--- src/rtl/isc_pkg.sv ---
// shared constants and types for the i2c slave with clock stretching
package isc_pkg;

    // =========================================
    // mode field codes
    localparam logic [3:0] MODE_MASTER = 4'h8;
    localparam logic [3:0] MODE_FW_MASTER = 4'hb;
    localparam logic [3:0] MODE_SLV7 = 4'h6;
    localparam logic [3:0] MODE_SLV10 = 4'h7;
    localparam logic [3:0] MODE_SLV7_SP = 4'he;
    localparam logic [3:0] MODE_SLV10_SP = 4'hf;

    // =========================================
    // framing
    localparam logic [4:0] TEN_BIT_PATTERN = 5'h1e;
    localparam logic [3:0] BITS_PER_BYTE = 4'h8;
    localparam logic [1:0] BYTE_FIRST = 2'h0;
    localparam logic [1:0] BYTE_SECOND = 2'h1;
    localparam logic [1:0] BYTE_DATA = 2'h2;

    // =========================================
    // slave sequencer
    typedef enum logic [2:0] {
        ST_IDLE,
        ST_RX,
        ST_ACK_OUT,
        ST_TX,
        ST_ACK_IN,
        ST_WAIT
    } isc_state_t;

    typedef struct packed {
        isc_state_t st;
        isc_state_t after;
        logic [3:0] cnt;
        logic [7:0] sr;
        logic [7:0] data_buf;
        logic [7:0] sa;
        logic [1:0] byte_no;
        logic bf;
        logic ov;
        logic intr;
        logic ua;
        logic ua_hold;
        logic rw;
        logic clock_release_bit;
        logic ten_full;
        logic ack_drive;
        logic data_ack;
        logic rd7;
        logic scl_oe;
        logic sda_oe;
    } isc_core_t;

    localparam isc_core_t CORE_RESET = '{st: ST_IDLE, after: ST_IDLE, clock_release_bit: 1'b1, default: '0};

endpackage

--- src/rtl/isc_bus_if.sv ---
// sampled bus levels and events passed from the pin sampler to the core
`timescale 1ns/1ps
interface isc_bus_if;
    logic scl;
    logic sda;
    logic scl_rise;
    logic scl_fall;
    logic start;
    logic stop;

    modport drv (output scl, output sda, output scl_rise, output scl_fall, output start, output stop);
    modport mon (input scl, input sda, input scl_rise, input scl_fall, input start, input stop);
endinterface

--- src/rtl/isc_sampler.sv ---
// two-flop synchroniser and edge / start / stop detection for scl and sda
`timescale 1ns/1ps
module isc_sampler (
    input wire logic clk_in,
    input wire logic rst_in,
    input wire logic scl_in,
    input wire logic sda_in,
    isc_bus_if.drv bus
);

    typedef struct packed {
        logic s1_scl;
        logic s1_sda;
        logic s2_scl;
        logic s2_sda;
        logic s3_scl;
        logic s3_sda;
        logic rise;
        logic fall;
        logic start;
        logic stop;
    } isc_samp_t;

    isc_samp_t samp_ff;
    isc_samp_t nxt_samp;

    // =========================================
    // edge logic looks only at stages two and three
    always_comb begin
        nxt_samp = samp_ff;
        nxt_samp.s1_scl = scl_in;
        nxt_samp.s1_sda = sda_in;
        nxt_samp.s2_scl = samp_ff.s1_scl;
        nxt_samp.s2_sda = samp_ff.s1_sda;
        nxt_samp.s3_scl = samp_ff.s2_scl;
        nxt_samp.s3_sda = samp_ff.s2_sda;
        nxt_samp.rise = samp_ff.s2_scl && !samp_ff.s3_scl;
        nxt_samp.fall = !samp_ff.s2_scl && samp_ff.s3_scl;
        nxt_samp.start = samp_ff.s2_scl && samp_ff.s3_scl && !samp_ff.s2_sda && samp_ff.s3_sda;
        nxt_samp.stop = samp_ff.s2_scl && samp_ff.s3_scl && samp_ff.s2_sda && !samp_ff.s3_sda;
    end

    // idle bus is high, so reset to one to avoid a false edge
    always_ff @(posedge clk_in or posedge rst_in) begin
        if (rst_in) begin
            samp_ff <= '{s1_scl: 1'b1, s1_sda: 1'b1, s2_scl: 1'b1, s2_sda: 1'b1,
                         s3_scl: 1'b1, s3_sda: 1'b1, default: '0};
        end else begin
            samp_ff <= nxt_samp;
        end
    end

    assign bus.scl = samp_ff.s3_scl;
    assign bus.sda = samp_ff.s3_sda;
    assign bus.scl_rise = samp_ff.rise;
    assign bus.scl_fall = samp_ff.fall;
    assign bus.start = samp_ff.start;
    assign bus.stop = samp_ff.stop;

endmodule // isc_sampler

--- src/rtl/isc_slave.sv ---
// i2c slave core: addressing, acknowledge, receive, transmit and clock stretching
`timescale 1ns/1ps
// Notes on behaviour
// port stays inert until the port enable bit is set.
// four-bit mode field selects master, 7/10-bit slave, start/stop variants, firmware master; here both master codes leave the slave core inert.
// address match always interrupts; start and stop interrupt when the mode enables it.
// on match or later data byte, device acknowledges and copies shift register to buffer.
// full or overflow already set: no acknowledge, buffer kept, interrupt still set.
// buffer read clears buffer full; overflow clears only by software.
// after start, shift eight bits in on rising serial clock edges.
// compare shift bits 7:1 with slave address on eighth falling edge.
// on match load buffer, set full, acknowledge, interrupt on ninth falling edge.
// 10-bit first byte is 11110, two top address bits, write; slave checks seven bits.
// 10-bit address bytes set flags and hold clock until address register written.
// write address match clears read/write status, loads buffer, drives acknowledge low.
// interrupt flag set once per data byte, held until software clears it.
// with stretch enabled, hold clock after each received data byte until released.
// read address match sets read/write, acknowledges, holds clock regardless of stretch enable.
// transmit write also loads shift register; bits change on falling clock edges.
// latch master acknowledge on ninth rising edge; not-acknowledge resets and waits.
// 7-bit receive, stretch enabled, buffer full at ninth fall clears clock release.
// software may set the clock release bit at any time.
// 10-bit address bytes stretch on update flag without clearing clock release.
// transmit, buffer empty after ninth fall clears clock release, stretch enable ignored.
// 10-bit third address byte with read: no update flag, transmit, stretch on empty buffer.
// release bit low forces clock low; clock low only once already sampled low.
module isc_slave (
    input wire logic clk_in,
    input wire logic rst_in,
    input wire logic scl_in,
    input wire logic sda_in,
    input wire logic port_enable_bit_in,
    input wire logic [3:0] mode_in,
    input wire logic stretch_enable_bit_in,
    input wire logic address_wr_in,
    input wire logic [7:0] address_in,
    input wire logic tx_wr_in,
    input wire logic [7:0] tx_data_in,
    input wire logic buffer_rd_in,
    input wire logic clock_release_set_in,
    input wire logic clock_release_clr_in,
    input wire logic overflow_clr_in,
    input wire logic interrupt_clr_in,
    output logic scl_out,
    output logic scl_oe_out,
    output logic sda_out,
    output logic sda_oe_out,
    output logic [7:0] buffer_out,
    output logic buffer_full_out,
    output logic overflow_out,
    output logic interrupt_out,
    output logic update_address_out,
    output logic read_write_out,
    output logic clock_release_out
);

    isc_pkg::isc_core_t core_ff;
    isc_pkg::isc_core_t nxt_core;
    logic slave;
    logic ten_mode;
    logic sp_mode;
    logic ev_ok;
    logic addr_hit;
    logic addr_rd;
    logic tx_load_ok;

    isc_bus_if bus ();

    isc_sampler u_sampler (
        .clk_in(clk_in),
        .rst_in(rst_in),
        .scl_in(scl_in),
        .sda_in(sda_in),
        .bus(bus)
    );

    // =========================================
    // mode decode
    // enable gate
    // mode selection
    assign ten_mode = (mode_in == isc_pkg::MODE_SLV10) || (mode_in == isc_pkg::MODE_SLV10_SP);
    assign sp_mode = (mode_in == isc_pkg::MODE_SLV7_SP) || (mode_in == isc_pkg::MODE_SLV10_SP);
    assign slave = port_enable_bit_in && (ten_mode || sp_mode || mode_in == isc_pkg::MODE_SLV7);
    assign ev_ok = slave && !bus.start && !bus.stop;
    // never mid-byte, so a late load cannot corrupt a shift in progress
    assign tx_load_ok = !(core_ff.st == isc_pkg::ST_RX || (core_ff.st == isc_pkg::ST_TX && core_ff.cnt != 4'h0));

    // =========================================
    // address match
    always_comb begin
        addr_hit = 1'b0;
        addr_rd = core_ff.sr[0];
        if (core_ff.byte_no == isc_pkg::BYTE_DATA) begin
            addr_hit = 1'b1;
            addr_rd = 1'b0;
        end else if (!ten_mode) begin
            // seven-bit compare
            addr_hit = core_ff.sr[7:1] == core_ff.sa[7:1];
        end else if (core_ff.byte_no == isc_pkg::BYTE_FIRST) begin
            // ten-bit header
            // read header only after full match
            addr_hit = (core_ff.sr[7:3] == isc_pkg::TEN_BIT_PATTERN) && (core_ff.sr[2:1] == core_ff.sa[2:1])
                       && (!core_ff.sr[0] || core_ff.ten_full);
        end else begin
            addr_hit = core_ff.sr == core_ff.sa;
            addr_rd = 1'b0;
        end
    end

    // =========================================
    // sequencer
    always_comb begin
        nxt_core = core_ff;
        // software clears first so that hardware sets below win
        // read clears full
        if (buffer_rd_in) begin
            nxt_core.bf = 1'b0;
        end
        if (overflow_clr_in) begin
            nxt_core.ov = 1'b0;
        end
        if (interrupt_clr_in) begin
            nxt_core.intr = 1'b0;
        end
        if (clock_release_clr_in) begin
            nxt_core.clock_release_bit = 1'b0;
        end
        // address write releases
        if (address_wr_in) begin
            nxt_core.sa = address_in;
            nxt_core.ua = 1'b0;
            nxt_core.ua_hold = 1'b0;
        end
        // transmit load
        if (tx_wr_in) begin
            nxt_core.data_buf = tx_data_in;
            nxt_core.bf = 1'b1;
            if (tx_load_ok) begin
                nxt_core.sr = tx_data_in;
            end
        end
        if (!slave) begin
            nxt_core.st = isc_pkg::ST_IDLE;
        end else if (bus.stop) begin
            nxt_core.st = isc_pkg::ST_IDLE;
            nxt_core.ten_full = 1'b0;
            // stop interrupt
            if (sp_mode) begin
                nxt_core.intr = 1'b1;
            end
        end else if (bus.start) begin
            // wait for start
            nxt_core.st = isc_pkg::ST_RX;
            nxt_core.cnt = 4'h0;
            nxt_core.byte_no = isc_pkg::BYTE_FIRST;
            if (sp_mode) begin
                nxt_core.intr = 1'b1;
            end
        end else begin
            case (core_ff.st)
                isc_pkg::ST_RX: begin
                    if (bus.scl_rise && core_ff.cnt < isc_pkg::BITS_PER_BYTE) begin
                        // sample on rise
                        nxt_core.sr = {core_ff.sr[6:0], bus.sda};
                        nxt_core.cnt = core_ff.cnt + 4'h1;
                    end else if (bus.scl_fall && core_ff.cnt == isc_pkg::BITS_PER_BYTE) begin
                        if (!addr_hit) begin
                            nxt_core.st = isc_pkg::ST_WAIT;
                            nxt_core.ten_full = 1'b0;
                        end else begin
                            nxt_core.st = isc_pkg::ST_ACK_OUT;
                            nxt_core.cnt = 4'h0;
                            // overflow withholds acknowledge
                            nxt_core.ack_drive = !(core_ff.bf || core_ff.ov);
                            nxt_core.data_ack = core_ff.byte_no == isc_pkg::BYTE_DATA;
                            nxt_core.after = addr_rd ? isc_pkg::ST_TX : isc_pkg::ST_RX;
                            nxt_core.rd7 = addr_rd && !ten_mode;
                            if (core_ff.bf || core_ff.ov) begin
                                nxt_core.ov = 1'b1;
                            end else begin
                                // copy to buffer
                                // load and set full
                                nxt_core.data_buf = core_ff.sr;
                                nxt_core.bf = nxt_core.bf || !addr_rd;
                            end
                            // write direction
                            // read direction
                            if (core_ff.byte_no != isc_pkg::BYTE_DATA) begin
                                nxt_core.rw = addr_rd;
                            end
                            // update flag per address byte
                            if (ten_mode && core_ff.byte_no != isc_pkg::BYTE_DATA && !addr_rd) begin
                                nxt_core.ua = 1'b1;
                            end
                            if (addr_rd || !ten_mode || core_ff.byte_no != isc_pkg::BYTE_FIRST) begin
                                nxt_core.byte_no = isc_pkg::BYTE_DATA;
                            end else begin
                                nxt_core.byte_no = isc_pkg::BYTE_SECOND;
                            end
                            if (ten_mode && core_ff.byte_no == isc_pkg::BYTE_SECOND) begin
                                nxt_core.ten_full = 1'b1;
                            end
                        end
                    end
                end
                isc_pkg::ST_ACK_OUT: begin
                    if (bus.scl_fall) begin
                        nxt_core.st = core_ff.after;
                        nxt_core.cnt = 4'h0;
                        // one flag per byte
                        nxt_core.intr = 1'b1;
                        if (nxt_core.ua) begin
                            // hold on update flag
                            nxt_core.ua_hold = 1'b1;
                        end else if (core_ff.after == isc_pkg::ST_TX) begin
                            // seven-bit read always stretches
                            // empty buffer stretches
                            if (core_ff.rd7 || !nxt_core.bf) begin
                                nxt_core.clock_release_bit = 1'b0;
                            end
                        end else if (core_ff.data_ack && stretch_enable_bit_in && nxt_core.bf) begin
                            // receive stretch
                            // full at ninth fall
                            nxt_core.clock_release_bit = 1'b0;
                        end
                    end
                end
                isc_pkg::ST_TX: begin
                    // shift out on fall
                    if (bus.scl_fall) begin
                        nxt_core.sr = {core_ff.sr[6:0], 1'b0};
                        nxt_core.cnt = core_ff.cnt + 4'h1;
                        if (core_ff.cnt == isc_pkg::BITS_PER_BYTE - 4'h1) begin
                            nxt_core.st = isc_pkg::ST_ACK_IN;
                            nxt_core.cnt = 4'h0;
                            nxt_core.bf = 1'b0;
                        end
                    end
                end
                isc_pkg::ST_ACK_IN: begin
                    if (bus.scl_rise && bus.sda) begin
                        // not-acknowledge resets
                        nxt_core.st = isc_pkg::ST_WAIT;
                        nxt_core.rw = 1'b0;
                        nxt_core.bf = 1'b0;
                        nxt_core.ua = 1'b0;
                    end else if (bus.scl_fall) begin
                        nxt_core.st = isc_pkg::ST_TX;
                        nxt_core.cnt = 4'h0;
                        nxt_core.intr = 1'b1;
                        // empty buffer stretches
                        if (!nxt_core.bf) begin
                            nxt_core.clock_release_bit = 1'b0;
                        end
                    end
                end
                isc_pkg::ST_IDLE, isc_pkg::ST_WAIT: begin
                    nxt_core.cnt = 4'h0;
                end
                default: begin
                    nxt_core.st = isc_pkg::ST_IDLE;
                end
            endcase
        end
        // software set wins
        if (clock_release_set_in) begin
            nxt_core.clock_release_bit = 1'b1;
        end
        nxt_core.sda_oe = slave && ((nxt_core.st == isc_pkg::ST_ACK_OUT && nxt_core.ack_drive)
                                    || (nxt_core.st == isc_pkg::ST_TX && !nxt_core.sr[7]));
        // pull low only once the line is already low
        nxt_core.scl_oe = slave && (!nxt_core.clock_release_bit || nxt_core.ua_hold) && (core_ff.scl_oe || !bus.scl);
    end

    always_ff @(posedge clk_in or posedge rst_in) begin
        if (rst_in) begin
            core_ff <= isc_pkg::CORE_RESET;
        end else begin
            core_ff <= nxt_core;
        end
    end

    // open-drain pins only ever pull low
    assign scl_out = 1'b0;
    assign sda_out = 1'b0;
    assign scl_oe_out = core_ff.scl_oe;
    assign sda_oe_out = core_ff.sda_oe;
    assign buffer_out = core_ff.data_buf;
    assign buffer_full_out = core_ff.bf;
    assign overflow_out = core_ff.ov;
    assign interrupt_out = core_ff.intr;
    assign update_address_out = core_ff.ua;
    assign read_write_out = core_ff.rw;
    assign clock_release_out = core_ff.clock_release_bit;
endmodule // isc_slave

--- config.mk ---
export PLATFORM = sky130hd
export DESIGN_NAME = isc_slave
export DESIGN_NICKNAME = d
export VERILOG_FILES = /design/src/rtl/isc_pkg.sv /design/src/rtl/isc_bus_if.sv /design/src/rtl/isc_sampler.sv /design/src/rtl/isc_slave.sv
export SDC_FILE = /design/constraint.sdc
export NUM_CORES = 1
export LEC_CHECK = 0
export ABC_CLOCK_PERIOD_IN_PS = 2350
export BUFFER_PORTS_ARGS = -buffer_cell sky130_fd_sc_hd__buf_2
export CAP_MARGIN = 20
export CORE_UTILIZATION = 53
export CTS_BUF_LIST = sky130_fd_sc_hd__clkbuf_8
export CTS_CLUSTER_DIAMETER = 30
export CTS_CLUSTER_SIZE = 16
export DETAILED_ROUTE_END_ITERATION = 10
export PLACE_DENSITY = 0.86
export SLEW_MARGIN = 20
export SYNTH_ARGS = -nofsm -noshare
export SYNTH_HDL_FRONTEND = slang
export SYNTH_HIERARCHICAL = 1
export SYNTH_SLANG_ARGS = --single-unit
--- constraint.sdc ---
create_clock -name clk_in -period 2.35 [get_ports clk_in]
set_input_delay 0.235 -clock clk_in [delete_from_list [all_inputs] [get_ports clk_in]]
set_output_delay 0.235 -clock clk_in [all_outputs]
set_load 0.05 [all_outputs]
Word level (Yosys, flattened, before mapping)
Cells that the tools add are included.

Register bits: 58. Bits of input ports: 33. Output and inout port bits: 18. Logic and storage cells: 238.

Add/sub/neg operators: 1. Order comparisons: 1. Eq/ne operators: 34. Mux-type cells: 102. Bitwise operators: 3. Reductions and logical operators: 67.

Operators with widths (number): $mux 16 (4); $mux 8 (8); $mux 4 (12); $mux 1 (47); $mux 3 (11); $logic_and 1x1->1 (25); $pmux 4 s5 (1); $pmux 8 s2 (1); $pmux 3 s5 (1); $logic_or 1x1->1 (14); $mux 2 (7); $reduce_and 7->1 (2); $reduce_bool 2->1 (7); $eq 3x2->1 const B (4); $eq 4x3->1 const B (3); $eq 4x4->1 const B (3); $mux 12 (1); $mux 6 (2); $reduce_and 6->1 (2); $logic_not 1->1 (11); $mux 11 (1); $mux 10 (1); $ne 2x2->1 const B (5); $reduce_and 9->1 (1); other kinds (23) (34).

Logic depth before layout (Yosys ltp)
Gate-level depths: netlist (run 1).

Depth in word-level cells: 19. Depth in mapped cells: 8. Mapped depth without buffers: 8.

By module
The synthesis (run 1) kept the hierarchy.

By module, submodules not included: isc_slave (instances 1, cells an instance 310, area each 3031.7 um^2, seq. area each 1202.4 um^2); isc_sampler (instances 1, cells an instance 15, area each 294.0 um^2, seq. area each 257.7 um^2).

Worst setup path before layout (run 1)
No wires, ideal clock.

Path type: reg2reg. Start point: reg core_ff[39] in the netlist's numbering. End point: reg core_ff, in the netlist sda_oe_out. Setup time: 0.120 ns. Arrival: 2.171 ns. Data required time: 2.230 ns. Setup slack: 0.059 ns. Cell stages (with the launch flop): 9. Buffers on the path: 0. Period minus slack after synthesis: 2.291 ns. Path through: dfrtp_1 inv_1 ha_1 nand4b_1 nor3_4 o2111ai_1 o32ai_1 mux2_2 o211a_1.

RTL lines: start: declaration (line isc_slave.sv:57) `isc_pkg::isc_core_t core_ff;`; start signal: assignment (line isc_slave.sv:277) `core_ff <= isc_pkg::CORE_RESET;`; start signal: assignment (line isc_slave.sv:279) `core_ff <= nxt_core;`.

==> summary.md, run 1 <==
| Metric | Value |
|---|---|
| Outcome | `complete, no violations` |
| TritonCTS clock tree | `yes` |
| HP Class | `input pin to register` |
| Largest fanout on the critical path | `4` |
| Syn. warnings | `6` |
| Num CTS Buffers | `9` |
| Asr flop ratio synth | `1.000` |
| Final setup viols | `0` |
| CP endpoint kind | `register` |
| First-pass GRT wire length | `13.48 mm` |
| Dpl cells | `455` |
| Count of final hold-check violations | `0` |
| Final wirelength | `8.536 mm` |
| DRT iter0 DRCs | `278` |
| Mux share of post-synthesis cell area | `0.1305` |
| Global-route usage over all layers | `0.2856` |
| Ranking of synthesized cells by area | `dfrtp_1 (38%), mux2_2 (9.1%), dfstp_2 (5.5%), mux2i_1 (3.9%), o21ai_0 (3.0%)` |
| Cells after Synth | `325` |
| Post-synth EDFFs | `0` |
| Metal-1 WL | `3.582 mm` |
| Share of layout cells above drive strength 1 | `0.3618` |
| Worst slew margin relative to its limit | `0.6422` |
| Seq cells post-synth | `58` |
| Final WS setup | `0.06671 ns` |
| FF-to-FF setup slack | `0.07 ns` |
| Pre-antenna DRT Iters | `7` |
| Core ar. | `0.005991 mm^2` |
| Clock Path Buffers | `2` |
| Syn_area_per_cell | `10.23 um^2` |
| Post-synth top area share | `0.3837` |
| Worst-path clk slew | `0.07 ns` |
| Max Clock Freq | `438.0 MHz` |
| Crit-path cells | `inv_1 > ha_1 > nand4b_1 > nand2b_1 > o32ai_1 > mux2_2 > o211a_1` |
| Fin Setup TNS | `0 ns` |
| Die X | `81.22 um` |
| Pre-CTS setup slack | `0.08402 ns` |
| Final slew viol count | `0` |
| Die Ht | `81.22 um` |
| Final std cells w/o fill | `473` |
| Most frequent cell after synthesis | `dfrtp_1` |
| Detailed Place HPWL | `6.463 mm` |
| Most flop-heavy register | `core_ff` |
| Drt wl/cell | `18.05 um` |
| Worst endpoint required time | `2.59 ns` |
| Predominant post-synthesis flop cell | `dfrtp_1` |
| Worst IR Drop VDD | `543.2 uV` |
| Final #Nets | `429` |
| R2R depth | `7` |
| Worst slew pin tran | `0.5359 ns` |
| Final Skew | `0.01082 ns` |
| Sequential element share of the synthesized area | `0.4391` |
| Initial Util | `0.5551` |
| Critical-path top delay cell | `dfrtp_1` |
| Startpoint types | `register` |
| Initial antenna violation count | `0` |
| RSZ-0062 raised after global routing | `yes` |
| Largest family of logic cells by synthesized area | `simple AND/OR/NAND/NOR gates` |
| Area of the mapped netlist | `0.003326 mm^2` |
| Via Count | `2,915` |
| Die area | `0.006596 mm^2` |
| PortBufs | `48` |
| Number of global-route vias before repair | `2,830` |
| Hold depth | `2` |
| Final ANT Viol Nets | `0` |
| Pin count of the biggest net entering global routing | `23` |
| GP Congestion | `0.9289` |
| Final instance area | `0.003949 mm^2` |
| Pwr Density | `572.7 mW/mm^2` |
| P_leak | `0.001791 uW` |
| Vias per cell | `6.163` |
| Simple-Gate Fraction of Synth Area | `0.1828` |
| Yosys top cell by area | `dfrtp_1` |
| XOR/XNOR Fraction of Synth Area | `0.02107` |
| Crit path kind | `register to register` |
| Final period util | `0.9716` |
| Max reg flops | `32` |
| Placed cell areas | `0.003744 mm^2` |
| Gr ovfl total | `0` |
| Adder-cell share of the synthesized area | `0.007524` |
| H-tree depth | `3` |
| Post-synthesis cell type count | `63` |
| DR top layer | `met4` |
| MaxCap Viol Count | `0` |
| Max stage delay on crit path | `0.40 ns` |
| Clk sinks | `58` |
| DR WL met2 | `3.993 mm` |
| ANT cells | `0` |
| CTS root buf | `clkbuf_8` |
| Met3 WL post-DR | `682 um` |
| Clock period minus worst slack | `2.283 ns` |
| Row count | `28` |
| Crit path arrival time | `2.52 ns` |
| Synth cell count leaders | `dfrtp_1 (51), mux2_2 (27), nand2_1 (26)` |
| Synth-to-Final Area Change | `18.74%` |
| DRC viols | `0` |
| Compound-cell area share of the yosys netlist | `0.1663` |
| I/O Pins | `51` |
| Total Power | `2262 uW` |
| Clk_lat worst skew | `0.36 ns` |
[worst paths after layout]
path / from / to
max in group asynchronous: rst_in / core_ff[34]
worst max register to register: core_ff[40] / sda_oe_out
worst min register to register: u_sampler/nxt_samp[7] / u_sampler/nxt_samp[5]
worst max-delay path: core_ff[40] / sda_oe_out
min in group asynchronous: rst_in / u_sampler/bus.scl_fall
worst min-delay path: overflow_clr_in / overflow_out
[worst max-delay path: cells and delay by family (launching register included)]
kind | cells | cell delay (ns)
flops | 1 | 0.40
fa+ha+maj | 1 | 0.16
compound gates | 2 | 0.58
simple gates | 2 | 0.56
buf+inv | 1 | 0.09
mux | 1 | 0.39
[where the power goes]
part	internal (uW)	switching, uW	leakage [uW]	total [uW]
logic	133	212	0.000995	345
registers	1060	49.2	0.000710	1110
clock network	400	411	0.0000855	811
total	1590	672	0.00179	2260
[repair_timing]
item / CTS / global route
resized for setup: 0 / 2
setup buffers: 0 / 0
endpoints found under the hold margin: 25 / 0
hold buffers: 3 / 0
setup endpoints to repair: 0 / 4
[final cells by class]
| type | instances | area [um^2] |
|---|---|---|
| Clock buffer | 10 | 137.6 |
| Clock inverter | 5 | 32.53 |
| Fill cell | 463 | 2042 |
| Inverter | 15 | 56.30 |
| Multi-Input combinational cell | 233 | 1703 |
| Sequential cell | 58 | 1460 |
| Tap cell | 75 | 93.84 |
| Timing Repair Buffer | 77 | 465.4 |
[layout by cell type (no fill, tap or decap), drive strengths merged, types with 3 or more instances in the layout]
cell type / n
a31o: 3
a41oi: 4
nor2: 18
o211ai: 4
a21oi: 13
dfstp: 7
or2: 5
nand3: 11
nor2b: 8
mux2: 27
nor3b: 3
o21ai: 23
buf: 74
mux2i: 13
o31ai: 3
nor3: 8
o2111ai: 3
and3: 4
inv: 16
nand2b: 7
xor2: 5
xnor2: 3
clkbuf: 10
dlygate4sd3: 3
nand2: 26
dfrtp: 51
[cell families after synthesis]
| family | Yosys count |
|---|---|
| AO/OA/AOI/OAI | 77 |
| XOR/XNOR | 8 |
| adder cells (fa/ha/maj) | 2 |
| buffers and inverters | 35 |
| flip-flops | 58 |
| multiplexers | 40 |
| other | 1 |
| AND/OR/NAND/NOR | 104 |
[per-stage QoR]
stage | utilization | hold slack [ns]
2_1_floorplan | - | 0.07088
3_3_place_gp | 0.6249 | 0.2260
3_5_place_dp | 0.6249 | 0.2330
4_1_cts | 0.6583 | 0.05172
5_1_grt | 0.6591 | 0.05823
6_report | 0.6591 | 0.06077
[layer usage]
layer | vias up | global-route usage
met5 | - | 0
met4 | 0 | 0.1321
met3 | 26 | 0.08202
met2 | 149 | 0.4454
met1 | 1423 | 0.3661
li1 | 1317 | -
Note: power is estimated with default switching activity, not from simulation.
==> inputs of run 2 (changes only) <==
BUFFER_PORTS_ARGS = -buffer_cell sky130_fd_sc_hd__buf_4   (was -buffer_cell sky130_fd_sc_hd__buf_2)
==> run 2 against run 1 <==
Global-route usage grew 1.8 points. Largest power group unchanged. Core utilization increased by 3.3 points. Final cell count up 0.85%. Clock skew is 0.0014 ns lower. Power is 11% higher. Cell area up 4.9%. Worst setup slack lost 0.013 ns.
==> summary.md, run 2 (synthesized netlist as in run 1, its figures left out) <==
| Metric | Value |
|---|---|
| Outcome | `complete, no violations (unchanged)` |
| Buf+Inv Stages, Crit Path | `1 (unchanged)` |
| P_int | `1842 uW (was 1590 uW)` |
| Global-route usage over all layers | `0.3033 (was 0.2856)` |
| Share of layout cells above drive strength 1 | `0.3682 (was 0.3618)` |
| Comb power frac | `0.153 (was 0.152)` |
| Final slew viol count | `0 (unchanged)` |
| Worst-path clk slew | `0.07 ns (about the same)` |
| Detailed Place HPWL | `6.528 mm (was 6.463 mm)` |
| Final period util | `0.9771 (was 0.9716)` |
| Worst slew pin tran | `0.5883 ns (was 0.5359 ns)` |
| Max Clock Freq | `435.5 MHz (was 438.0 MHz)` |
| Crit path max-delay family | `simple AND/OR/NAND/NOR gates (was compound AO/OA/AOI/OAI gates)` |
| GP Congestion | `0.9324 (was 0.9289)` |
| Initial antenna violation count | `0 (unchanged)` |
| Final ANT Viol Nets | `0 (unchanged)` |
| DRC viols | `0 (unchanged)` |
| Final #Nets | `432 (was 429)` |
| Origin of the worst setup path | `core_ff[39] (was core_ff[40])` |
| PortBufs | `48 (unchanged)` |
| Worst endpoint required time | `2.59 ns (about the same)` |
| Seq pwr share | `0.439 (was 0.489)` |
| Core ar. | `0.005991 mm^2 (unchanged)` |
| Count of final hold-check violations | `0 (unchanged)` |
| Clock period minus worst slack | `2.296 ns (was 2.283 ns)` |
| Final Skew | `0.009437 ns (was 0.01082 ns)` |
| Crit path arrival time | `2.54 ns (was 2.52 ns)` |
| RSZ-0062 raised after global routing | `no (was yes)` |
| Clk_lat worst skew | `0.35 ns (was 0.36 ns)` |
| Gr ovfl total | `0 (unchanged)` |
| Clock power frac | `0.407 (was 0.358)` |
| CP Capture Point | `sda_oe_out (unchanged)` |
| Die Ht | `81.22 um (unchanged)` |
| Psw | `676.8 uW (was 671.6 uW)` |
| Startpoint types | `register (unchanged)` |
| Number of global-route vias before repair | `2,915 (was 2,830)` |
| Row count | `28 (unchanged)` |
| Worst slew margin relative to its limit | `0.6078 (was 0.6422)` |
| Pin count of the biggest net entering global routing | `19 (was 23)` |
| Worst reg2reg path startpoint | `core_ff[39] (was core_ff[40])` |
| Final wirelength | `8.627 mm (was 8.536 mm)` |
| MaxCap Viol Count | `0 (unchanged)` |
| Dpl cells | `454 (was 455)` |
| Most flop-heavy register | `core_ff (unchanged)` |
| H-tree depth | `3 (unchanged)` |
| Clk sinks | `58 (unchanged)` |
| Critical-path top delay cell | `dfrtp_1 (unchanged)` |
| DRT iter0 DRCs | `303 (was 278)` |
| Synth-to-Final Area Change | `24.60% (was 18.74%)` |
| P_leak | `0.001867 uW (was 0.001791 uW)` |
| Die X | `81.22 um (unchanged)` |
| Worst reg2reg endpoint | `sda_oe_out (unchanged)` |
| CTS root buf | `clkbuf_8 (unchanged)` |
| First-pass GRT wire length | `14.41 mm (was 13.48 mm)` |
| Fin Setup TNS | `0 ns (unchanged)` |
| Via Count | `2,877 (was 2,915)` |
| Initial Util | `0.5551 (unchanged)` |
| Crit path kind | `register to register (unchanged)` |
| Worst IR Drop VDD | `394.4 uV (was 543.2 uV)` |
| I/O Pins | `51 (unchanged)` |
| Drt wl/cell | `18.09 um (was 18.05 um)` |
| Die area | `0.006596 mm^2 (unchanged)` |
| ANT cells | `0 (unchanged)` |
| R2R depth | `8 (was 7)` |
| CP endpoint kind | `register (unchanged)` |
| Final setup viols | `0 (unchanged)` |
| Largest fanout on the critical path | `5 (was 4)` |
| Most frequent cells in the layout | `buf_4 (77), dfrtp_1 (50), mux2_2 (27), nand2_1 (26), o21ai_0 (20) (was dfrtp_1 (51), buf_2 (48), mux2_2 (27), nand2_1 (26), buf_4 (26))` |
| FF-to-FF setup slack | `0.05 ns (was 0.07 ns)` |
| Crit-path cells | `inv_1 > ha_1 > nand4b_1 > nor3_4 > o2111ai_1 > o32ai_1 > mux2_2 > o211a_1 (was inv_1 > ha_1 > nand4b_1 > nand2b_1 > o32ai_1 > mux2_2 > o211a_1)` |
| Pwr Density | `607.9 mW/mm^2 (was 572.7 mW/mm^2)` |
| HP Class | `input pin to register (unchanged)` |
| TritonCTS clock tree | `yes (unchanged)` |
| Most common cell after layout, fill and taps aside | `buf_4 (was dfrtp_1)` |
| Max reg flops | `32 (unchanged)` |
| Final std cells w/o fill | `477 (was 473)` |
| Switching share of power | `0.2687 (was 0.2969)` |
| CP Depth | `8 (was 7)` |
| HP Start | `overflow_clr_in (unchanged)` |
| Clock Path Buffers | `2 (unchanged)` |
| Vias per cell | `6.031 (was 6.163)` |
| Num CTS Buffers | `9 (unchanged)` |
| Pre-antenna DRT Iters | `5 (was 7)` |
| Max stage delay on crit path | `0.43 ns (was 0.40 ns)` |
[run 2: area by class of cell]
cell class	instances	area [um^2]
fill	442	1847
timing repair buffer	80	608.1
multi-input combinational	233	1705
clock inverter	6	81.33
tap	75	93.84
sequential	58	1461
inverter	15	56.30
clock buffer	10	137.6
[run 2: worst min-delay path by stage]
stage	to	slack, ns	cells after the start
after floorplan	u_sampler/bus.scl_fall	0.07	1
after global placement	u_sampler/bus.scl_fall	0.23	2
after detailed placement	u_sampler/bus.stop	0.24	2
after CTS	overflow_out	0.06	2
after global routing	overflow_out	0.06	2
final	overflow_out	0.07	2
[run 2: per-layer routing]
layer | global-route usage | part of all wire | vias up
li1 | - | - | 1318
met1 | 0.3870 | 0.44 | 1382
met2 | 0.4857 | 0.46 | 154
met3 | 0.06966 | 0.075 | 23
met4 | 0.1446 | 0.027 | 0
met5 | 0 | 0 | -
[run 2: repair_timing]
item / 4_1_cts / 5_1_grt
gates resized for setup: 0 / 3
endpoints found under the setup margin: 0 / 13
hold endpoints to repair: 22 / 0
buffers inserted: 0 / 4
hold buffers: 3 / 0
[run 2: metrics by stage]
stage               setup WS, ns  hold slack [ns]  power, uW    util  area, um^2
finish                   0.05385          0.06617       2519  0.6917        4144
global route            0.009232          0.05846       2605  0.6917        4144
CTS                      0.03750          0.05972       2515  0.6853        4105
detailed placement       0.05911           0.2387       1495  0.6437        3856
global placement          0.1250           0.2297       1478  0.6437        3856
floorplan                0.05878          0.07088       1365       -        3329
[run 2: power by group through the flow]
stage	Combinational, uW	Sequential (uW)	Clock [uW]
floorplan	248	1120	0
global placement	359	1120	0
detailed placement	371	1120	0
CTS	376	1110	1030
global route	416	1110	1080
finish	386	1110	1030
==> inputs of run 3 (changes only) <==
ABC_CLOCK_PERIOD_IN_PS = 2500   (was 2350)
CORE_MARGIN = 4   (was unset)
CORE_UTILIZATION = 59   (was 53)
PLACE_DENSITY = 0.9   (was 0.86)
clock period = 2.5 ns   (was 2.35 ns; I/O delays follow)
==> run 3 against run 2 <==
Maximum frequency is 2.2% lower. First-iteration DRC count is 9.9% higher. Global-route usage is 3.9 points lower. Final cell count is 2.9% lower.
==> summary.md, run 3 (synthesized netlist as in run 1, its figures left out) <==
| Metric | Value |
|---|---|
| Final Skew | `0.007730 ns (was 0.009437 ns)` |
| Final slew viol count | `0 (unchanged)` |
| Max Clock Freq | `425.7 MHz (was 435.5 MHz)` |
| Row count | `27 (was 28)` |
| Clk_lat worst skew | `0.34 ns (was 0.35 ns)` |
| Dpl cells | `446 (was 454)` |
| Final setup viols | `0 (unchanged)` |
| Crit path arrival time | `2.57 ns (was 2.54 ns)` |
| Outcome | `complete, no violations (unchanged)` |
| Final #Nets | `421 (was 432)` |
| Gr ovfl total | `0 (unchanged)` |
| DRT iter0 DRCs | `333 (was 303)` |
| Pre-antenna DRT Iters | `6 (was 5)` |
| Worst endpoint required time | `2.73 ns (was 2.59 ns)` |
| Die Ht | `83.08 um (was 81.22 um)` |
| Max reg flops | `32 (unchanged)` |
| Via Count | `2,927 (was 2,877)` |
| DRC viols | `0 (unchanged)` |
| Worst slew margin relative to its limit | `0.3311 (was 0.6078)` |
| First-pass GRT wire length | `14.59 mm (was 14.41 mm)` |
| Vias per cell | `6.322 (was 6.031)` |
| GP Congestion | `0.9774 (was 0.9324)` |
| Final std cells w/o fill | `463 (was 477)` |
| TritonCTS clock tree | `yes (unchanged)` |
| Pin count of the biggest net entering global routing | `49 (was 19)` |
| Startpoint types | `register (unchanged)` |
| HP Class | `input pin to register (unchanged)` |
| Number of global-route vias before repair | `2,940 (was 2,915)` |
| Share of layout cells above drive strength 1 | `0.3504 (was 0.3682)` |
| Largest fanout on the critical path | `5 (unchanged)` |
| Drt wl/cell | `18.66 um (was 18.09 um)` |
| Initial Util | `0.6077 (was 0.5551)` |
| RSZ-0062 raised after global routing | `no (unchanged)` |
| Fin Setup TNS | `0 ns (unchanged)` |
| Clock period minus worst slack | `2.349 ns (was 2.296 ns)` |
| Filler instances | `394 (was 442)` |
| H-tree depth | `3 (unchanged)` |
| Die area | `0.006902 mm^2 (was 0.006596 mm^2)` |
| CTS root buf | `clkbuf_8 (unchanged)` |
| Final period util | `0.9395 (was 0.9771)` |
| Resize count post-CTS | `0 (unchanged)` |
| Initial antenna violation count | `0 (unchanged)` |
| ANT cells | `0 (unchanged)` |
| Clk sinks | `58 (unchanged)` |
| MaxCap Viol Count | `0 (unchanged)` |
| Pwr Density | `549.9 mW/mm^2 (was 607.9 mW/mm^2)` |
| Crit path kind | `register to register (unchanged)` |
| Worst IR Drop VDD | `511.4 uV (was 394.4 uV)` |
| P_leak | `0.001805 uW (was 0.001867 uW)` |
| Final ANT Viol Nets | `0 (unchanged)` |
| Final wirelength | `8.638 mm (was 8.627 mm)` |
| Most frequent cells in the layout | `buf_4 (68), dfrtp_1 (51), mux2_2 (27), nand2_1 (26), o21ai_0 (20) (was buf_4 (77), dfrtp_1 (50), mux2_2 (27), nand2_1 (26), o21ai_0 (20))` |
| Die X | `83.08 um (was 81.22 um)` |
| Core ar. | `0.005473 mm^2 (was 0.005991 mm^2)` |
| Synth-to-Final Area Change | `20.62% (was 24.60%)` |
| Count of final hold-check violations | `0 (unchanged)` |
| Detailed Place HPWL | `6.355 mm (was 6.528 mm)` |
| Worst slew pin tran | `1.002 ns (was 0.5883 ns)` |
| CP endpoint kind | `register (unchanged)` |
| Most common cell after layout, fill and taps aside | `buf_4 (unchanged)` |
| Num CTS Buffers | `9 (unchanged)` |
| Most flop-heavy register | `core_ff (unchanged)` |
| Clock Path Buffers | `2 (unchanged)` |
| Worst-path clk slew | `0.07 ns (about the same)` |
| PortBufs | `48 (unchanged)` |
| I/O Pins | `51 (unchanged)` |
| Global-route usage over all layers | `0.2639 (was 0.3033)` |
## run 3: changes by cell type in the layout (fill, tap and decap cells not counted), sizes merged
| cell | before | now |
|---|---|---|
| bufinv | 2 | 1 |
| clkbuf | 10 | 9 |
| inv | 16 | 17 |
| buf | 77 | 68 |
| clkinvlp | 1 | 2 |
| dlygate4sd3 | 3 | 1 |
## run 3: power breakdown
part           total, uW  internal (uW)  switching, uW
sequential          1040            994           47.7
clock                823            449            374
combinational        341            142            200
## run 3: stage by stage
stage          utilization  power [uW]  hold WS [ns]  cell area, um^2  worst slack, ns
2_1_floorplan            -        1283       0.08588             3329           0.2088
3_3_place_gp        0.6971        1380        0.2410             3815           0.2439
3_5_place_dp        0.6971        1393        0.2616             3815           0.1899
5_1_grt             0.7330        2284       0.01338             4011          0.02685
6_report            0.7330        2206       0.01704             4011           0.1511
4_1_cts             0.7330        2206       0.01610             4011           0.1796
## run 3: worst max-delay path: stages, from the launching register on
cell      delay, ns
dfrtp_1        0.43
inv_1          0.08
ha_1           0.17
nand4b_1       0.33
nand2b_1       0.32
o32ai_1        0.32
mux2_2         0.39
o211a_1        0.20
## run 3: what timing repair did
action | in CTS | in global routing
endpoints found under the hold margin | 4 | 0
hold buffers | 1 | 0
setup buffers | 0 | 0
## run 3: layout make-up
type / instances / area (um^2) / area share
clock buffer: 9 / 123.9 / 0.03088
clock inverter: 7 / 62.56 / 0.01560
inverter: 15 / 56.30 / 0.01404
multi-input combinational: 233 / 1698 / 0.4233
sequential: 58 / 1460 / 0.3640
tap: 72 / 90.09 / 0.02246
timing repair buffer: 69 / 520.5 / 0.1298
## run 3: final timing paths
check	startpoint	end	slack (ns)	depth (start not counted)
min reg2reg	u_sampler/nxt_samp[7]	u_sampler/nxt_samp[5]	0.36	0
max	core_ff[39]	sda_oe_out	0.15	7
min in group asynchronous	rst_in	u_sampler/bus.start	0.48	3
max in group asynchronous	rst_in	clock_release_out	1.08	4
max reg2reg	core_ff[39]	sda_oe_out	0.15	7
min	sda_in	u_sampler/nxt_samp[6]	0.02	1
## run 3: per-layer routing
layer,GRT usage,part of all wire,vias up
li1,-,-,1304
met1,0.3377,0.39,1383
met2,0.4344,0.48,199
met3,0.06647,0.099,41
met4,0.09510,0.035,0
met5,0,0,-
